$ cat src/common/mste_pkg.sv
package mste_pkg;
    // widths
    localparam int PC_W      = 12;          // program counter width
    localparam int STK_DEPTH = 8;           // stack entries
    localparam int SIDX_W    = 3;           // stack index width
    localparam int STK_W     = 16;          // {flags nibble, pc}
    localparam int REG_AW    = 8;           // register bus address width
    localparam int DW        = 32;          // register bus data width

    // timer prescale: timer mode advances once per 32 S4 ticks (160 cycles)
    localparam logic [4:0] PRE_LAST  = 5'h1F;
    localparam logic [7:0] COUNT_MAX = 8'hFF;

    // opcodes
    localparam logic [7:0] OP_NOP      = 8'h00;
    localparam logic [7:0] OP_SUBEXIT  = 8'h83;
    localparam logic [7:0] OP_SUBEXITF = 8'h93;
    localparam logic [7:0] OP_TIEN     = 8'h25;
    localparam logic [7:0] OP_TIDIS    = 8'h35;
    localparam logic [7:0] OP_RDTMR    = 8'h42;
    localparam logic [7:0] OP_LDTMR    = 8'h62;
    localparam logic [7:0] OP_HALTCNT  = 8'h65;
    localparam logic [7:0] OP_EVCOUNT  = 8'h45;
    localparam logic [7:0] OP_TIMING   = 8'h55;
    localparam logic [7:0] OP_JOVF     = 8'h16;
    localparam logic [4:0] OPL_CALL    = 5'h14;  // low five bits
    localparam logic [4:0] OPL_JUMP    = 5'h04;
    localparam logic [5:0] OPH_EXPMOV  = 6'h0F;  // upper six bits
    localparam logic [1:0] EXP_CMD_WR  = 2'h1;

    // register byte addresses
    localparam logic [7:0] REG_CTRL  = 8'h00;
    localparam logic [7:0] REG_ACC   = 8'h04;
    localparam logic [7:0] REG_FLAGS = 8'h08;
    localparam logic [7:0] REG_PC    = 8'h0C;
    localparam logic [7:0] REG_TCNT  = 8'h10;
    localparam logic [7:0] REG_STAT  = 8'h14;
    localparam logic [7:0] REG_IEN   = 8'h18;
    localparam logic [7:0] REG_ICLR  = 8'h1C;

    // control fields
    localparam int CTRL_RUN  = 0;
    localparam int CTRL_BANK = 1;
    localparam int CTRL_EXT  = 2;
    localparam int CTRL_TIE  = 3;
    localparam int CTRL_MODE = 4;           // two bits, read only

    // event bits
    localparam int EV_W    = 3;
    localparam int EV_TIRQ = 0;
    localparam int EV_CALL = 1;
    localparam int EV_EXIT = 2;

    typedef enum logic [4:0] {
        PH_S1 = 5'b00001,
        PH_S2 = 5'b00010,
        PH_S3 = 5'b00100,
        PH_S4 = 5'b01000,
        PH_S5 = 5'b10000
    } mste_phase_e;

    typedef enum logic [1:0] {
        TM_STOP  = 2'h0,
        TM_TIMER = 2'h1,
        TM_EVENT = 2'h2
    } mste_tmode_e;
endpackage : mste_pkg

$ cat src/common/mste_link_if.sv
interface mste_link_if;
    import mste_pkg::*;
    logic                push;      // store return frame
    logic                pop;       // drop top frame
    logic [STK_W-1:0]    pushData;  // {flags, pc}
    logic [STK_W-1:0]    topData;   // newest frame
    logic [SIDX_W-1:0]   index;     // current stack index
    logic                tick;      // S4 time base strobe
    logic                load;      // overwrite count
    logic [7:0]          loadVal;
    logic                modeWr;    // change counting mode
    mste_tmode_e         modeSet;
    mste_tmode_e         mode;
    logic [7:0]          count;
    logic                ovf;       // one-cycle terminal count pulse
    modport core (output push, pop, pushData, tick, load, loadVal,
                  modeWr, modeSet,
                  input topData, index, mode, count, ovf);
    modport stk (input push, pop, pushData, output topData, index);
    modport tmr (input tick, load, loadVal, modeWr, modeSet,
                 output mode, count, ovf);
endinterface : mste_link_if

$ cat src/mste_stack.sv
module mste_stack (
    input wire logic clk_sys,
    input wire logic rst_n,
    mste_link_if.stk lnk
);
    import mste_pkg::*;

    logic [STK_W-1:0]  mem_r   [STK_DEPTH];  // frame storage
    logic [STK_W-1:0]  mem_nxt [STK_DEPTH];
    logic [SIDX_W-1:0] idx_r;                // next free slot
    logic [SIDX_W-1:0] idx_nxt;

    // per entry write and hold
    for (genvar i = 0; i < STK_DEPTH; i++) begin : g_ent
        assign mem_nxt[i] = (lnk.push && idx_r == SIDX_W'(i)) ?
                            lnk.pushData : mem_r[i];
        always_ff @(posedge clk_sys) begin
            if (!rst_n) mem_r[i] <= '0;
            else        mem_r[i] <= mem_nxt[i];
        end
    end

    // index wraps silently: depth overrun overwrites oldest slot
    always_comb begin
        idx_nxt = idx_r;
        if (lnk.push)     idx_nxt = idx_r + SIDX_W'(1);
        else if (lnk.pop) idx_nxt = idx_r - SIDX_W'(1);
    end

    always_ff @(posedge clk_sys) begin
        if (!rst_n) idx_r <= '0;
        else        idx_r <= idx_nxt;
    end

    assign lnk.topData = mem_r[idx_r - SIDX_W'(1)];
    assign lnk.index   = idx_r;
endmodule : mste_stack

$ cat src/mste_timer.sv
module mste_timer (
    input wire logic clk_sys,
    input wire logic rst_n,
    input wire logic evtPin,
    mste_link_if.tmr lnk
);
    import mste_pkg::*;

    logic [1:0]  evtSync_r, evtSync_nxt;   // pin synchroniser
    logic        evtPrev_r, evtPrev_nxt;   // for edge detect
    logic [4:0]  pre_r, pre_nxt;           // time base prescaler
    logic [7:0]  cnt_r, cnt_nxt;
    mste_tmode_e mode_r, mode_nxt;
    logic        ovf_r, ovf_nxt;
    logic        inc;

    // counting: prescaled tick or falling event edge
    always_comb begin
        evtSync_nxt = {evtSync_r[0], evtPin};
        evtPrev_nxt = evtSync_r[1];
        pre_nxt     = pre_r;
        cnt_nxt     = cnt_r;
        mode_nxt    = mode_r;
        ovf_nxt     = 1'b0;
        inc         = 1'b0;
        if (mode_r == TM_TIMER && lnk.tick) begin
            pre_nxt = pre_r + 5'h01;
            inc     = (pre_r == PRE_LAST);
        end
        if (mode_r == TM_EVENT)
            inc = evtPrev_r & ~evtSync_r[1];
        if (inc) begin
            cnt_nxt = cnt_r + 8'h01;
            ovf_nxt = (cnt_r == COUNT_MAX);
        end
        // a load overrides a coincident increment
        if (lnk.load) cnt_nxt = lnk.loadVal;
        if (lnk.modeWr) begin
            mode_nxt = lnk.modeSet;
            pre_nxt  = '0;
        end
    end

    always_ff @(posedge clk_sys) begin
        if (!rst_n) begin
            evtSync_r <= '0;
            evtPrev_r <= 1'b0;
            pre_r     <= '0;
            cnt_r     <= '0;
            mode_r    <= TM_STOP;
            ovf_r     <= 1'b0;
        end else begin
            evtSync_r <= evtSync_nxt;
            evtPrev_r <= evtPrev_nxt;
            pre_r     <= pre_nxt;
            cnt_r     <= cnt_nxt;
            mode_r    <= mode_nxt;
            ovf_r     <= ovf_nxt;
        end
    end

    assign lnk.count = cnt_r;
    assign lnk.mode  = mode_r;
    assign lnk.ovf   = ovf_r;
endmodule : mste_timer

$ cat src/mste_core.sv
// Added by the designer: the register addresses and the plain strobed port.
module mste_core (
    input  wire logic                      clk_sys,
    input  wire logic                      rst_n,
    input  wire logic [mste_pkg::REG_AW-1:0] regAddr,
    input  wire logic [mste_pkg::DW-1:0]   regWdata,
    input  wire logic                      regWr,
    input  wire logic                      regRd,
    output logic      [mste_pkg::DW-1:0]   regRdata,
    output logic                           irq,
    input  wire logic [7:0]                progData,
    output logic      [mste_pkg::PC_W-1:0] progAddr,
    output logic                           progAddrValid,
    input  wire logic                      evtPin,
    output logic      [3:0]                expNibble,
    output logic                           expCmdStb,
    output logic                           expDataStb
);
    import mste_pkg::*;

    mste_link_if lnk ();

    mste_stack u_stack (
        .clk_sys (clk_sys),
        .rst_n   (rst_n),
        .lnk     (lnk)
    );

    mste_timer u_timer (
        .clk_sys (clk_sys),
        .rst_n   (rst_n),
        .evtPin  (evtPin),
        .lnk     (lnk)
    );

    // sequencer state
    mste_phase_e      phase_r, phase_nxt;     // S1..S5
    logic             cyc2_r, cyc2_nxt;       // second machine cycle
    logic [7:0]       op_r, op_nxt;           // opcode
    logic [7:0]       imm_r, imm_nxt;         // second byte
    logic [PC_W-1:0]  pc_r, pc_nxt;
    // programmer state
    logic [7:0]       acc_r, acc_nxt;         // accumulator
    logic [3:0]       flagsHi_r, flagsHi_nxt; // flags word upper nibble
    logic             tovf_r, tovf_nxt;       // timer overflow flag
    logic             tie_r, tie_nxt;         // timer irq enable latch
    logic             run_r, run_nxt;         // sequencer go
    logic             bank_r, bank_nxt;       // program bank flip-flop
    logic             ext_r, ext_nxt;         // external program memory
    logic [EV_W-1:0]  stat_r, stat_nxt;       // sticky events
    logic [EV_W-1:0]  ien_r, ien_nxt;         // event enables
    // registered outputs
    logic [PC_W-1:0]  pAddr_r, pAddr_nxt;
    logic             pVal_r, pVal_nxt;
    logic [3:0]       xNib_r, xNib_nxt;
    logic             xCmd_r, xCmd_nxt;
    logic             xDat_r, xDat_nxt;
    logic [DW-1:0]    rdata_r, rdata_nxt;
    // program data synchroniser
    logic [1:0][7:0]  pSync_r, pSync_nxt;

    // decode
    logic isCall, isJump, isExit, isExitF, isJovf, isMov;
    logic twoCyc, twoByte, incPc, c1, exec2;
    logic [EV_W-1:0] ev, clr;
    logic [PC_W-1:0] callTgt;                 // call and jump target, also used by checks

    // instruction classes
    always_comb begin
        isCall  = op_r[4:0] == OPL_CALL;
        isJump  = op_r[4:0] == OPL_JUMP;
        isExit  = op_r == OP_SUBEXIT;
        isExitF = op_r == OP_SUBEXITF;
        isJovf  = op_r == OP_JOVF;
        isMov   = op_r[7:2] == OPH_EXPMOV;
        twoByte = isCall | isJump | isJovf;
        twoCyc  = twoByte | isExit | isExitF;
        c1      = ~cyc2_r;
        incPc   = c1 | twoByte;
        exec2   = cyc2_r && phase_r == PH_S3;
        callTgt = {bank_r, op_r[7:5], imm_r};
    end

    // stack and timer requests
    always_comb begin
        lnk.push     = exec2 && isCall;
        lnk.pop      = exec2 && (isExit || isExitF);
        lnk.pushData = {flagsHi_r, pc_r};
        lnk.tick     = run_r && phase_r == PH_S4;
        lnk.load     = c1 && phase_r == PH_S5 &&
                       op_r == OP_LDTMR;
        lnk.loadVal  = acc_r;
        lnk.modeWr   = 1'b0;
        lnk.modeSet  = TM_STOP;
        if (c1 && phase_r == PH_S5) begin
            unique case (op_r)
                OP_HALTCNT: begin
                    lnk.modeWr  = 1'b1;
                    lnk.modeSet = TM_STOP;
                end
                OP_EVCOUNT: begin
                    lnk.modeWr  = 1'b1;
                    lnk.modeSet = TM_EVENT;
                end
                OP_TIMING: begin
                    lnk.modeWr  = 1'b1;
                    lnk.modeSet = TM_TIMER;
                end
                default: ;
            endcase
        end
    end

    // event sources and software clear
    always_comb begin
        ev          = '0;
        ev[EV_TIRQ] = lnk.ovf & tie_r;
        ev[EV_CALL] = lnk.push;
        ev[EV_EXIT] = lnk.pop;
        clr         = (regWr && regAddr == REG_ICLR) ?
                      regWdata[EV_W-1:0] : '0;
    end

    // program data crosses from the pins
    always_comb begin
        pSync_nxt = {pSync_r[0], progData};
    end

    always_ff @(posedge clk_sys) begin
        if (!rst_n) pSync_r <= '0;
        else        pSync_r <= pSync_nxt;
    end

    // execution and register writes
    always_comb begin
        phase_nxt   = phase_r;
        cyc2_nxt    = cyc2_r;
        op_nxt      = op_r;
        imm_nxt     = imm_r;
        pc_nxt      = pc_r;
        acc_nxt     = acc_r;
        flagsHi_nxt = flagsHi_r;
        tovf_nxt    = tovf_r;
        tie_nxt     = tie_r;
        run_nxt     = run_r;
        bank_nxt    = bank_r;
        ext_nxt     = ext_r;
        ien_nxt     = ien_r;
        pAddr_nxt   = pAddr_r;
        pVal_nxt    = 1'b0;
        xNib_nxt    = xNib_r;
        xCmd_nxt    = 1'b0;
        xDat_nxt    = 1'b0;
        unique case (phase_r)
            PH_S1: begin
                // idle in S1 while stopped
                if (run_r) begin
                    phase_nxt = PH_S2;
                    if (c1) op_nxt  = pSync_r[1];
                    else    imm_nxt = pSync_r[1];
                    if (incPc) begin
                        pAddr_nxt = pc_r + PC_W'(1);
                        pVal_nxt  = ext_r;
                    end
                end
            end
            PH_S2: begin
                phase_nxt = PH_S3;
                if (incPc) pc_nxt = pc_r + PC_W'(1);
                // command and port field go out in S3
                if (c1 && isMov) begin
                    xNib_nxt = {EXP_CMD_WR, op_r[1:0]};
                    xCmd_nxt = 1'b1;
                end
            end
            PH_S3: begin
                phase_nxt = PH_S4;
                if (cyc2_r) begin
                    if (isCall || isJump) begin
                        pc_nxt    = callTgt;
                        pAddr_nxt = callTgt;
                    end else if (isExit || isExitF) begin
                        pc_nxt    = lnk.topData[PC_W-1:0];
                        pAddr_nxt = lnk.topData[PC_W-1:0];
                        if (isExitF)
                            flagsHi_nxt = lnk.topData[STK_W-1:PC_W];
                    end else if (isJovf && tovf_r) begin
                        pc_nxt    = {pc_r[PC_W-1:8], imm_r};
                        pAddr_nxt = {pc_r[PC_W-1:8], imm_r};
                        tovf_nxt  = 1'b0;
                    end
                end
            end
            PH_S4: begin
                phase_nxt = PH_S5;
                if (c1 && op_r == OP_TIEN)  tie_nxt = 1'b1;
                if (c1 && op_r == OP_TIDIS) tie_nxt = 1'b0;
                // data nibble goes out in S5
                if (c1 && isMov) begin
                    xNib_nxt = acc_r[3:0];
                    xDat_nxt = 1'b1;
                end
            end
            PH_S5: begin
                phase_nxt = PH_S1;
                cyc2_nxt  = c1 & twoCyc;
                if (c1 && op_r == OP_RDTMR)
                    acc_nxt = lnk.count;
            end
        endcase
        // an overflow beats a same-cycle flag clear
        if (lnk.ovf) tovf_nxt = 1'b1;
        // software writes take last say
        if (regWr) begin
            unique case (regAddr)
                REG_CTRL: begin
                    run_nxt  = regWdata[CTRL_RUN];
                    bank_nxt = regWdata[CTRL_BANK];
                    ext_nxt  = regWdata[CTRL_EXT];
                    tie_nxt  = regWdata[CTRL_TIE];
                end
                REG_ACC:   acc_nxt     = regWdata[7:0];
                REG_FLAGS: flagsHi_nxt = regWdata[7:4];
                REG_IEN:   ien_nxt     = regWdata[EV_W-1:0];
                default: ;
            endcase
        end
        // set wins over clear
        stat_nxt = (stat_r & ~clr) | ev;
    end

    // read path: data valid the cycle after the strobe only
    always_comb begin
        rdata_nxt = '0;
        if (regRd) begin
            unique case (regAddr)
                REG_CTRL:  rdata_nxt = DW'({lnk.mode, tie_r, ext_r,
                                            bank_r, run_r});
                REG_ACC:   rdata_nxt = DW'(acc_r);
                REG_FLAGS: rdata_nxt = DW'({flagsHi_r, 3'h0, tovf_r});
                REG_PC:    rdata_nxt = DW'({lnk.index, 4'h0, pc_r});
                REG_TCNT:  rdata_nxt = DW'(lnk.count);
                REG_STAT:  rdata_nxt = DW'(stat_r);
                REG_IEN:   rdata_nxt = DW'(ien_r);
                default:   rdata_nxt = '0;            // unmapped
            endcase
        end
    end

    always_ff @(posedge clk_sys) begin
        if (!rst_n) begin
            phase_r   <= PH_S1;
            cyc2_r    <= 1'b0;
            op_r      <= OP_NOP;
            imm_r     <= '0;
            pc_r      <= '0;
            acc_r     <= '0;
            flagsHi_r <= '0;
            tovf_r    <= 1'b0;
            tie_r     <= 1'b0;
            run_r     <= 1'b0;
            bank_r    <= 1'b0;
            ext_r     <= 1'b0;
            stat_r    <= '0;
            ien_r     <= '0;
            pAddr_r   <= '0;
            pVal_r    <= 1'b0;
            xNib_r    <= '0;
            xCmd_r    <= 1'b0;
            xDat_r    <= 1'b0;
            rdata_r   <= '0;
        end else begin
            phase_r   <= phase_nxt;
            cyc2_r    <= cyc2_nxt;
            op_r      <= op_nxt;
            imm_r     <= imm_nxt;
            pc_r      <= pc_nxt;
            acc_r     <= acc_nxt;
            flagsHi_r <= flagsHi_nxt;
            tovf_r    <= tovf_nxt;
            tie_r     <= tie_nxt;
            run_r     <= run_nxt;
            bank_r    <= bank_nxt;
            ext_r     <= ext_nxt;
            stat_r    <= stat_nxt;
            ien_r     <= ien_nxt;
            pAddr_r   <= pAddr_nxt;
            pVal_r    <= pVal_nxt;
            xNib_r    <= xNib_nxt;
            xCmd_r    <= xCmd_nxt;
            xDat_r    <= xDat_nxt;
            rdata_r   <= rdata_nxt;
        end
    end

    assign regRdata      = rdata_r;
    assign irq           = |(stat_r & ien_r);
    assign progAddr      = pAddr_r;
    assign progAddrValid = pVal_r;
    assign expNibble     = xNib_r;
    assign expCmdStb     = xCmd_r;
    assign expDataStb    = xDat_r;
endmodule : mste_core

$ cat config.mk
export PLATFORM = sky130hd
export DESIGN_NAME = mste_core
export DESIGN_NICKNAME = d
export VERILOG_FILES = /design/src/common/mste_pkg.sv /design/src/common/mste_link_if.sv /design/src/mste_stack.sv /design/src/mste_timer.sv /design/src/mste_core.sv
export SDC_FILE = /design/constraint.sdc
export NUM_CORES = 1
export LEC_CHECK = 0
export BUFFER_PORTS_ARGS = -buffer_cell sky130_fd_sc_hd__buf_2
export CAP_MARGIN = 20
export CORE_MARGIN = 2
export CORE_UTILIZATION = 45
export CTS_CLUSTER_SIZE = 25
export DETAILED_ROUTE_END_ITERATION = 16
export PLACE_DENSITY = 0.66
export SLEW_MARGIN = 20
export SYNTH_ARGS = -nofsm -noshare
export SYNTH_HDL_FRONTEND = slang
export SYNTH_SLANG_ARGS = --single-unit
$ cat constraint.sdc
create_clock -name clk_sys -period 3.5 [get_ports clk_sys]
set_input_delay 0.7 -clock clk_sys [delete_from_list [all_inputs] [get_ports clk_sys]]
set_output_delay 0.7 -clock clk_sys [all_outputs]
set_load 0.005 [all_outputs]
==> run metrics, run 1 <==
crit end category register; Multi-input gate area a little under 0.005 mm^2; uppermost layer routed met4; clock sink count roughly 260; worst hold stages 2; Post-Syn Area ~0.012 mm^2; final hold violation count 0; worst min-delay path class in -> reg; dpl cell area between 0.01 and 0.015 mm^2; H-tree levels 1; Max Cap Viol 0; Worst Path Required roughly 3900 ps; CP startpoint kind register; largest net degree at the start of global routing slightly below 60; slowest CP cell ha_1; Post-DP HPWL 19300 um; fin cells between 1000 and 1500; design area 0.0133 mm^2; CP Data Arrival Time about 3200 ps; Crit path largest cell delay roughly 700 ps; Detailed Routing Iterations Pass 1 5; total CTS buffers 28; register area approximately 0.0064 mm^2; die area around 0.027 mm^2; PD cells approximately 490 mW/mm^2; initial DRC count about 780; final worst path period need between 2000 and 3000 ps; CTS resizes 0; Seq cells post-synth between 200 and 300; register-to-register setup slack slightly below 700 ps; leakage power a little under 0.005 uW; GP Congestion approximately 0.85; final worst setup slack between 600 and 700 ps; Setup Buffers After CTS 0; # IOs approximately 110; met1 wire length ~13000 um; Synth top area share 33.1%; crit path kind reg -> reg; GR Overflow Total 0; routed wl met3 about 2000 um; slew margin rel. a little under half; RSZ-0062 raised after global routing false; Min Hold Slack ~370 ps; Buf+Inv Stages, Crit Path 2; cell row count 58; r2r endpoint progAddr[0]$_SDFFE_PN0P_; WL final 29000 um; post-synth top area cell edfxtp_1; Worst Path Max Fanout 22; worst-case reg-to-reg path depth 9; number of remaining DRC errors 0; Layout area overhead 14.3%; Initial Utilization between 40% and 50%; cells after synthesis around 1000; met2 wire len roughly 14000 um; average routed wire per standard cell 20.0 um; crit share post-route around 80%; global-route wire length before repair approximately 45000 um; chip width 165 um; clock skew approximately 13 ps; CTS clock-pin slew for the worst setup and hold paths about 60 ps; Least-Margin Pin Slew between 700 and 800 ps; Setup WS pre-CTS 702 ps; Setup TNS 0 ps; Worst-Skew Late Latency 540 ps; Yosys Warn Count 0; core area about 0.025 mm^2; Top FF cell, synth dfxtp_1; Hold Crit Start progData[4]; end point of the worst hold path pSync_nxt[12]$_SDFF_PN0_; ys async rst share 0%; drt via density approximately 5.6; sequential share of the synthesized area ~55%; RR Startpoint u_stack.lnk.index[0]$_SDFFE_PN0P_; vias in the first global route 7613; Inserted Diodes 0; DR vias 8069; initial antenna violation count 1; Final setup viols 0; die height between 150 and 200 um; Post-synth EDFFs between 100 and 150; Post-DRT Antenna Nets 0; delay-heaviest family, CP adder cells; average size of a mapped cell ~11 um^2; Tot GR Track Use 21.7%; placed cell count roughly 1400; Synth area leaders edfxtp_1, dfxtp_1, and2_1; Final #Nets 1158; Highest Clock Rate 355 MHz; layout cell share with drive strength beyond 1 between 10% and 20%; synth unique cells 61; CTS tree yes; run status completed; fin. max-slew vios 0; IR drop worst, VDD around 260 uV; Fillers approximately 2200; hold buffers post-CTS 0; clock buffer depth 3; CP Cell Sequence clkinv_1 > ha_1 > buf_12 > mux4_2 > nor2b_1 > a211oi_1 > o22ai_1 > mux2i_1 > nor2_1; Root Buffer clkbuf_16; IO Port Bufs 63
==> worst max-delay path by stage <==
stage	start	end	slack (ps)	cells after the start
final	u_stack.lnk.index[0]$_SDFFE_PN0P_	progAddr[0]$_SDFFE_PN0P_	680	9
after global placement	u_stack.lnk.index[0]$_SDFFE_PN0P_	pc_r[1]$_SDFFE_PN0P_	720	8
after floorplan	u_stack.lnk.index[0]$_SDFFE_PN0P_	progAddr[1]$_SDFFE_PN0P_	270	11
after detailed placement	u_stack.lnk.index[0]$_SDFFE_PN0P_	pc_r[2]$_SDFFE_PN0P_	700	10
after global routing	u_stack.lnk.index[0]$_SDFFE_PN0P_	progAddr[11]$_SDFFE_PN0P_	500	7
after CTS	u_stack.lnk.index[0]$_SDFFE_PN0P_	progAddr[0]$_SDFFE_PN0P_	670	9
==> power by group <==
| part | switching (uW) | total [uW] | leakage [uW] | internal, uW |
|---|---|---|---|---|
| clock network | 1170 | 3010 | 0.000486 | 1840 |
| logic | 109 | 171 | 0.00212 | 62.0 |
| registers | 26.2 | 3260 | 0.00229 | 3230 |
==> sequential cells by signal (all words and copies together), names as in the netlist, 5 cells and up <==
signal             flops
u_stack.mem_r        128
regRdata              15
pc_r                  12
progAddr              12
acc_r                  8
imm_r                  8
op_r                   8
pSync_nxt              8
pSync_r                8
u_timer.lnk.count      8
phase_r                5
u_timer.pre_r          5
==> cells in the mapped netlist, drive strengths merged (4+ instances only) <==
master and number:
a221oi 4, mux2 8, edfxtp 128, nand3 27
inv 11, nor3b 4, nor3 32, and3 10
mux2i 46, a22oi 14, nand2 70, ha 11
a31oi 8, nor2 65, a21oi 66, xnor2 14
buf 30, nand4 8, mux4 29, and2 156
clkbuf 51, dfxtp 129, a211oi 6, nand2b 7
o22ai 9, o21ai 41, xor2 6
==> stage by stage <==
| step | util (%) | power [uW] |
|---|---|---|
| detailed placement | 48.7 | 3490 |
| finish | 52.5 | 6440 |
| global route | 52.5 | 6620 |
| global placement | 48.7 | 3490 |
| CTS | 52.5 | 6480 |
| floorplan | - | 3430 |
==> per-layer routing <==
metal  vias to the layer above  track usage (%)
met5                         -                0
met4                         0             5.85
met3                        38             2.61
met2                       299             34.3
met1                      3927             31.8
li1                       3805                -
==> cell families after synthesis <==
logic type	count (synthesis)	synth area share (%)
AOI/OAI and AO/OA	165	8.56
DFF	257	55.4
xor gates and xnor gates	20	1.57
buffers and inverters	94	3.81
other	1	0.0323
muxes	83	10.4
and+or+nand+nor	400	19.1
adders and majority gates	11	1.19
==> layout by cell type (no fill, tap or decap), drive strengths merged, types with 8 or more instances in the layout <==
cell type / synthesis / routed
mux2: 8 / 8
ha: 11 / 11
a21oi: 66 / 66
conb: 1 / 17
nor2: 65 / 65
o22ai: 9 / 9
nand2: 70 / 70
buf: 30 / 98
nand3: 27 / 27
mux2i: 46 / 46
xnor2: 14 / 14
and3: 10 / 10
and2: 156 / 156
clkbuf: 51 / 46
inv: 11 / 14
o21ai: 41 / 41
a31oi: 8 / 8
a22oi: 14 / 14
dfxtp: 129 / 129
mux4: 29 / 29
edfxtp: 128 / 128
nor3: 32 / 32
nand4: 8 / 8
==> layout make-up <==
type | count | share of cell area [%]
clock buffer | 46 | 6.83
clock inverter | 6 | 0.472
inverter | 13 | 0.368
multi-input combinational | 696 | 36.3
sequential | 257 | 48.5
tap | 330 | 3.11
timing repair buffer | 98 | 4.45
No activity file was read; power rests on OpenSTA's default activity.
==> run 2: changes to the inputs <==
PLACE_DENSITY = 0.69   (was 0.66)
clock period = 2.5 ns   (was 3.5 ns; I/O delays follow)
==> run 2 against run 1 <==
Against the previous run: worst hold slack lost 200 ps; clock-buffer cell count shrank 14; register-to-register slack lost 540 ps; wire length grew 0.66%; power grew 39%; non-clock buffer count grew 44; clock skew grew 6.3 ps; final cell count grew 2.8%; via count grew 2.7%; die area is the same; sequential share of layout area shrank 1.6 points; global-route usage is essentially flat; critical path type unchanged.
==> run metrics, run 2 (synthesis results as in run 1) <==
Tot GR Track Use between 20% and 30%; register-to-register setup slack roughly 140 ps; GP Congestion 0.913; drt via density 5.57; crit share post-route 94.4%; initial antenna violation count 0; H-tree levels 1; CP startpoint kind register; RSZ-0062 raised after global routing false; run status completed; final worst path period need between 2000 and 2500 ps; CTS clock-pin slew for the worst setup and hold paths ~70 ps; final hold violation count 0; CP Data Arrival Time about 2800 ps; r2r endpoint pc_r[2]$_SDFFE_PN0P_; Fillers 2162; clock skew slightly below 20 ps; Multi-input gate area 0.00486 mm^2; Largest Register u_stack.mem_r; fin cells around 1500; worst min-delay path class in -> reg; Inserted Diodes 0; clock sink count around 260; Setup WS pre-CTS -20.5 ps; routed wl met3 approximately 2100 um; WL final 29200 um; placed cell count about 1400; global-route wire length before repair ~45000 um; number of remaining DRC errors 0; final worst setup slack between 100 and 150 ps; die area around 0.027 mm^2; crit path kind reg -> reg; Least-Margin Pin Slew about 600 ps; DR vias ~8300; initial DRC count 769; cell row count slightly below 60; Root Buffer clkbuf_16; # IOs approximately 110; PD cells 653 mW/mm^2; Initial Utilization a little under half; overall power around 9000 uW; fin. max-slew vios 0; worst-case reg-to-reg path depth 11; Highest Clock Rate about 420 MHz; crit end category register; largest net degree at the start of global routing 64; register area ~0.0064 mm^2; commonest cells after routing, fill and taps aside and2_1, dfxtp_1, edfxtp_1; worst hold stages 2; uppermost layer routed met4; average routed wire per standard cell 19.6 um; core area between 0.02 and 0.03 mm^2; Post-DP HPWL between 15000 and 20000 um; commonest non-fill, non-tap cell in the layout and2_1; Post-DRT Antenna Nets 0; Final setup viols 0; Hold Crit Start progData[5]; total CTS buffers 27; Max Cap Viol 0; Worst Path Required around 3000 ps; clock buffer depth 3; layout cell share with drive strength beyond 1 a little over a fifth; met1 wire length ~13000 um; slew margin rel. around three fifths; leakage power 0.00514 uW; max reg flops approximately 130; GR Overflow Total 0; vias in the first global route 7997; end point of the worst hold path pSync_nxt[13]$_SDFF_PN0_; Layout area overhead 18.2%; Worst Path Max Fanout 14; IR drop worst, VDD around 410 uV; met2 wire len ~14000 um; die height 165 um; Worst-Skew Late Latency approximately 530 ps; RR Startpoint u_stack.lnk.index[1]$_SDFFE_PN0P_; chip width between 150 and 200 um; CTS tree yes; Final #Nets about 1200; Detailed Routing Iterations Pass 1 5; IO Port Bufs 63
run 2: changes by cell type in the layout (fill, tap and decap cells not counted), sizes merged:
| cell | change |
|---|---|
| clkinv | +8 |
| buf | +44 |
| bufinv | +3 |
| inv | -2 |
| clkinvlp | +2 |
| clkbuf | -14 |
run 2: how the worst max path moves through the flow:
| stage | from | endpoint | slack (ps) | depth (start not counted) |
|---|---|---|---|---|
| final | u_stack.lnk.index[1]$_SDFFE_PN0P_ | pc_r[2]$_SDFFE_PN0P_ | 140 | 11 |
| after global placement | u_stack.lnk.index[0]$_SDFFE_PN0P_ | progAddr[1]$_SDFFE_PN0P_ | 40 | 8 |
| after global routing | u_stack.lnk.index[1]$_SDFFE_PN0P_ | pc_r[0]$_SDFFE_PN0P_ | 30 | 9 |
| after detailed placement | u_stack.lnk.index[0]$_SDFFE_PN0P_ | progAddr[1]$_SDFFE_PN0P_ | -20 | 8 |
| after floorplan | phase_r[0]$_SDFFE_PN1P_ | u_stack.mem_r[4][0]$_SDFFCE_PN0P_ | -110 | 5 |
| after CTS | u_stack.lnk.index[1]$_SDFFE_PN0P_ | pc_r[1]$_SDFFE_PN0P_ | 40 | 8 |
run 2: cell type report:
| cell class | count | share of cell area (%) |
|---|---|---|
| Sequential cell | 257 | 46.9 |
| Clock inverter | 17 | 1.36 |
| Multi-Input combinational cell | 696 | 35.4 |
| Tap cell | 330 | 3.01 |
| Timing Repair Buffer | 142 | 7.56 |
| Clock buffer | 32 | 5.37 |
| Inverter | 13 | 0.392 |
run 2: layer usage:
metal  vias up  track usage (%)
li1       3881                -
met5         -                0
met4         0             5.14
met1      4055             31.1
met2       309             35.0
met3        44             3.04
run 2: stage by stage:
step	utilization [%]	TNS [ps]	area [um^2]	hold WS, ps
CTS	54.1	0	13700	167
global placement	50.4	0	12700	418
detailed placement	50.4	-40.0	12700	418
finish	54.3	0	13700	176
global route	54.3	0	13700	167
floorplan	-	-5130	11700	412
run 2: critical path: stages (launching register included):
cell       delay [ps]
dfxtp_1           330
inv_1             100
ha_4              200
xor2_4            180
buf_12            150
buf_12            150
mux2_2            220
nor3_1             40
a2111oi_1         490
a211oi_1          110
buf_4             160
o22ai_1           140
run 2: power by group:
part | leakage (uW) | total [uW] | switching [uW] | internal (uW)
clock | 0.000453 | 4130 | 1630 | 2500
sequential | 0.00229 | 4560 | 36.4 | 4520
combinational | 0.00240 | 267 | 156 | 111
total | 0.00514 | 8960 | 1820 | 7140
run 2: timing repair:
item / in CTS / in global routing
gates resized for setup: 2 / 4
hold buffers: 0 / 0
buffers inserted: 0 / 2
setup endpoints to repair: 2 / 8
==> run 3: changes to the inputs <==
clock period = 2.1 ns   (was 2.5 ns; I/O delays follow)
==> run 3 against run 2 <==
Against the previous run: highest routed layer unchanged; combinational power rose by 43%; final cell count rose by 4.8%; the run now ends with setup timing left; sequential cell count did not move; die area did not move; core utilization rose by 5.2 points; worst hold slack got worse by 86 ps.
==> run metrics, run 3 (synthesis results as in run 1) <==
Worst Path Required ~2500 ps; failing checks setup timing; GP Congestion roughly 0.87; Sw Ratio roughly a fifth; Setup TNS -4020 ps; Detailed Routing Iterations Pass 1 5; clock sink count 257; worst min-delay path class in -> reg; Fillers 2026; CTS clock-pin slew for the worst setup and hold paths 70 ps; Post-DP HPWL 20700 um; die height 165 um; initial DRC count roughly 800; IO Port Bufs 63; largest net degree at the start of global routing 45; end point of the worst hold path pSync_nxt[12]$_SDFF_PN0_; commonest non-fill, non-tap cell in the layout and2_1; Root Buffer clkbuf_16; Tot GR Track Use between 20% and 30%; final worst setup slack -248 ps; Multi-input gate area 0.00536 mm^2; WL final around 33000 um; crit share post-route 112%; RR Startpoint u_stack.lnk.index[0]$_SDFFE_PN0P_; Worst Path Max Fanout 5; initial antenna violation count 0; Net Switching 2210 uW; register-to-register setup slack -250 ps; GR Overflow Total 0; Reg power frac 50.1%; Final #Nets 1271; commonest cells after routing, fill and taps aside and2_1, edfxtp_1, dfxtp_1; Comb pwr share 3.5%; max reg flops ~130; uppermost layer routed met4; CP startpoint kind register; total CTS buffers 27; register area roughly 0.0064 mm^2; vias in the first global route a little over 8000; clock buffer depth 3; leakage power ~0.0057 uW; met2 wire len 15000 um; slowest CP cell mux4_2; worst hold stages 2; CP Cell Sequence clkinv_8 > ha_4 > xor2_4 > buf_4 > mux4_2 > mux2i_1 > o211ai_1 > buf_4 > nor3_2 > nor2_1; final worst path period need between 2000 and 2500 ps; Post-DRT Antenna Nets 0; RSZ-0062 raised after global routing true; crit path kind reg -> reg; Pint 8620 uW; global-route wire length before repair between 40000 and 50000 um; Layout area overhead 29.5%; clock skew between 15 and 20 ps; die area ~0.027 mm^2; r2r endpoint pc_r[9]$_SDFFE_PN0P_; fin. max-slew vios 0; Largest Register u_stack.mem_r; Crit path largest cell delay about 500 ps; Hold Crit Start progData[4]; core area 0.0253 mm^2; H-tree levels 1; PD cells ~700 mW/mm^2; final hold violation count 0; IR drop worst, VDD around 600 uV; number of remaining DRC errors 0; Final setup viols between 90 and 100; Initial Utilization around 46%; drt via density between 5 and 6; Worst-Skew Late Latency ~540 ps; CTS tree yes; average routed wire per standard cell roughly 21 um; layout cell share with drive strength beyond 1 ~33%; run status complete, but fails checks; Highest Clock Rate 426 MHz; overall power roughly 11000 uW; routed wl met3 between 2000 and 3000 um; Clk pwr share 46.4%; Max Cap Viol 0; crit end category register; worst-case reg-to-reg path depth 10; DR vias between 8000 and 9000; # IOs roughly 110; most frequent CP cell buf_4; chip width between 150 and 200 um; met1 wire length about 14000 um; cell row count 58; CP Data Arrival Time around 2800 ps
==> run 3: what timing repair did <==
action | in CTS | in global routing
setup endpoints to repair | 87 | 162
pin swaps | 15 | 42
gates cloned | 1 | 8
endpoints found under the hold margin | 0 | 0
resized for setup | 29 | 126
hold buffers | 0 | 0
buffers inserted | 10 | 22
==> run 3: worst max-delay path: cells and delay by family, from the launching register on <==
family / cells / cell delay, ps
compound gates: 1 / 170
xor+xnor: 1 / 240
fa+ha+maj: 1 / 170
buf+inv: 3 / 380
flops: 1 / 380
mux: 2 / 740
simple gates: 2 / 170
==> run 3: power groups by stage <==
stage / sequential, uW / clock (uW) / combinational (uW)
CTS: 5430 / 5090 / 342
floorplan: 5520 / 0 / 198
global placement: 5530 / 0 / 329
detailed placement: 5530 / 0 / 331
global route: 5440 / 5260 / 404
finish: 5430 / 5020 / 381
==> run 3: stage by stage <==
stage | hold WS [ps] | cells | setup slack (ps) | cell area, um^2 | util (%)
after detailed placement | 418 | 1470 | -239 | 13100 | 52.1
after global routing | 93.2 | 1557 | -266 | 15000 | 59.5
after CTS | 76.7 | 1529 | -172 | 14300 | 56.7
final | 90.4 | 1559 | -248 | 15000 | 59.5
after floorplan | 412 | 1047 | -231 | 11900 | -
after global placement | 418 | 1470 | -162 | 13100 | 52.1
==> run 3: worst max-delay path by stage <==
stage                                 startpoint                         to  slack, ps  cells after the start
5_1_grt        u_stack.lnk.index[0]$_SDFFE_PN0P_       pc_r[9]$_SDFFE_PN0P_       -270                     10
2_1_floorplan  u_stack.lnk.index[0]$_SDFFE_PN0P_   progAddr[2]$_SDFFE_PN0P_       -230                     11
6_report       u_stack.lnk.index[0]$_SDFFE_PN0P_       pc_r[9]$_SDFFE_PN0P_       -250                     10
4_1_cts        u_stack.lnk.index[0]$_SDFFE_PN0P_  progAddr[10]$_SDFFE_PN0P_       -170                      9
3_5_place_dp   u_stack.lnk.index[0]$_SDFFE_PN0P_  progAddr[10]$_SDFFE_PN0P_       -240                      9
3_3_place_gp   u_stack.lnk.index[0]$_SDFFE_PN0P_       pc_r[2]$_SDFFE_PN0P_       -160                      9
==> run 3: routing by layer <==
layer / up-vias / global-route usage, %
met2: 385 / 36.2
met3: 66 / 3.87
met5: - / 0
met4: 0 / 7.15
met1: 4253 / 32.8
li1: 4030 / -
==> run 3: cell type report <==
class	instances	area share [%]
Clock buffer	35	4.91
Clock inverter	14	1.27
Antenna cell	2	0.0333
Multi-Input combinational cell	696	35.7
Timing Repair Buffer	212	12.1
Tap cell	330	2.75
Inverter	13	0.408
Sequential cell	257	42.8
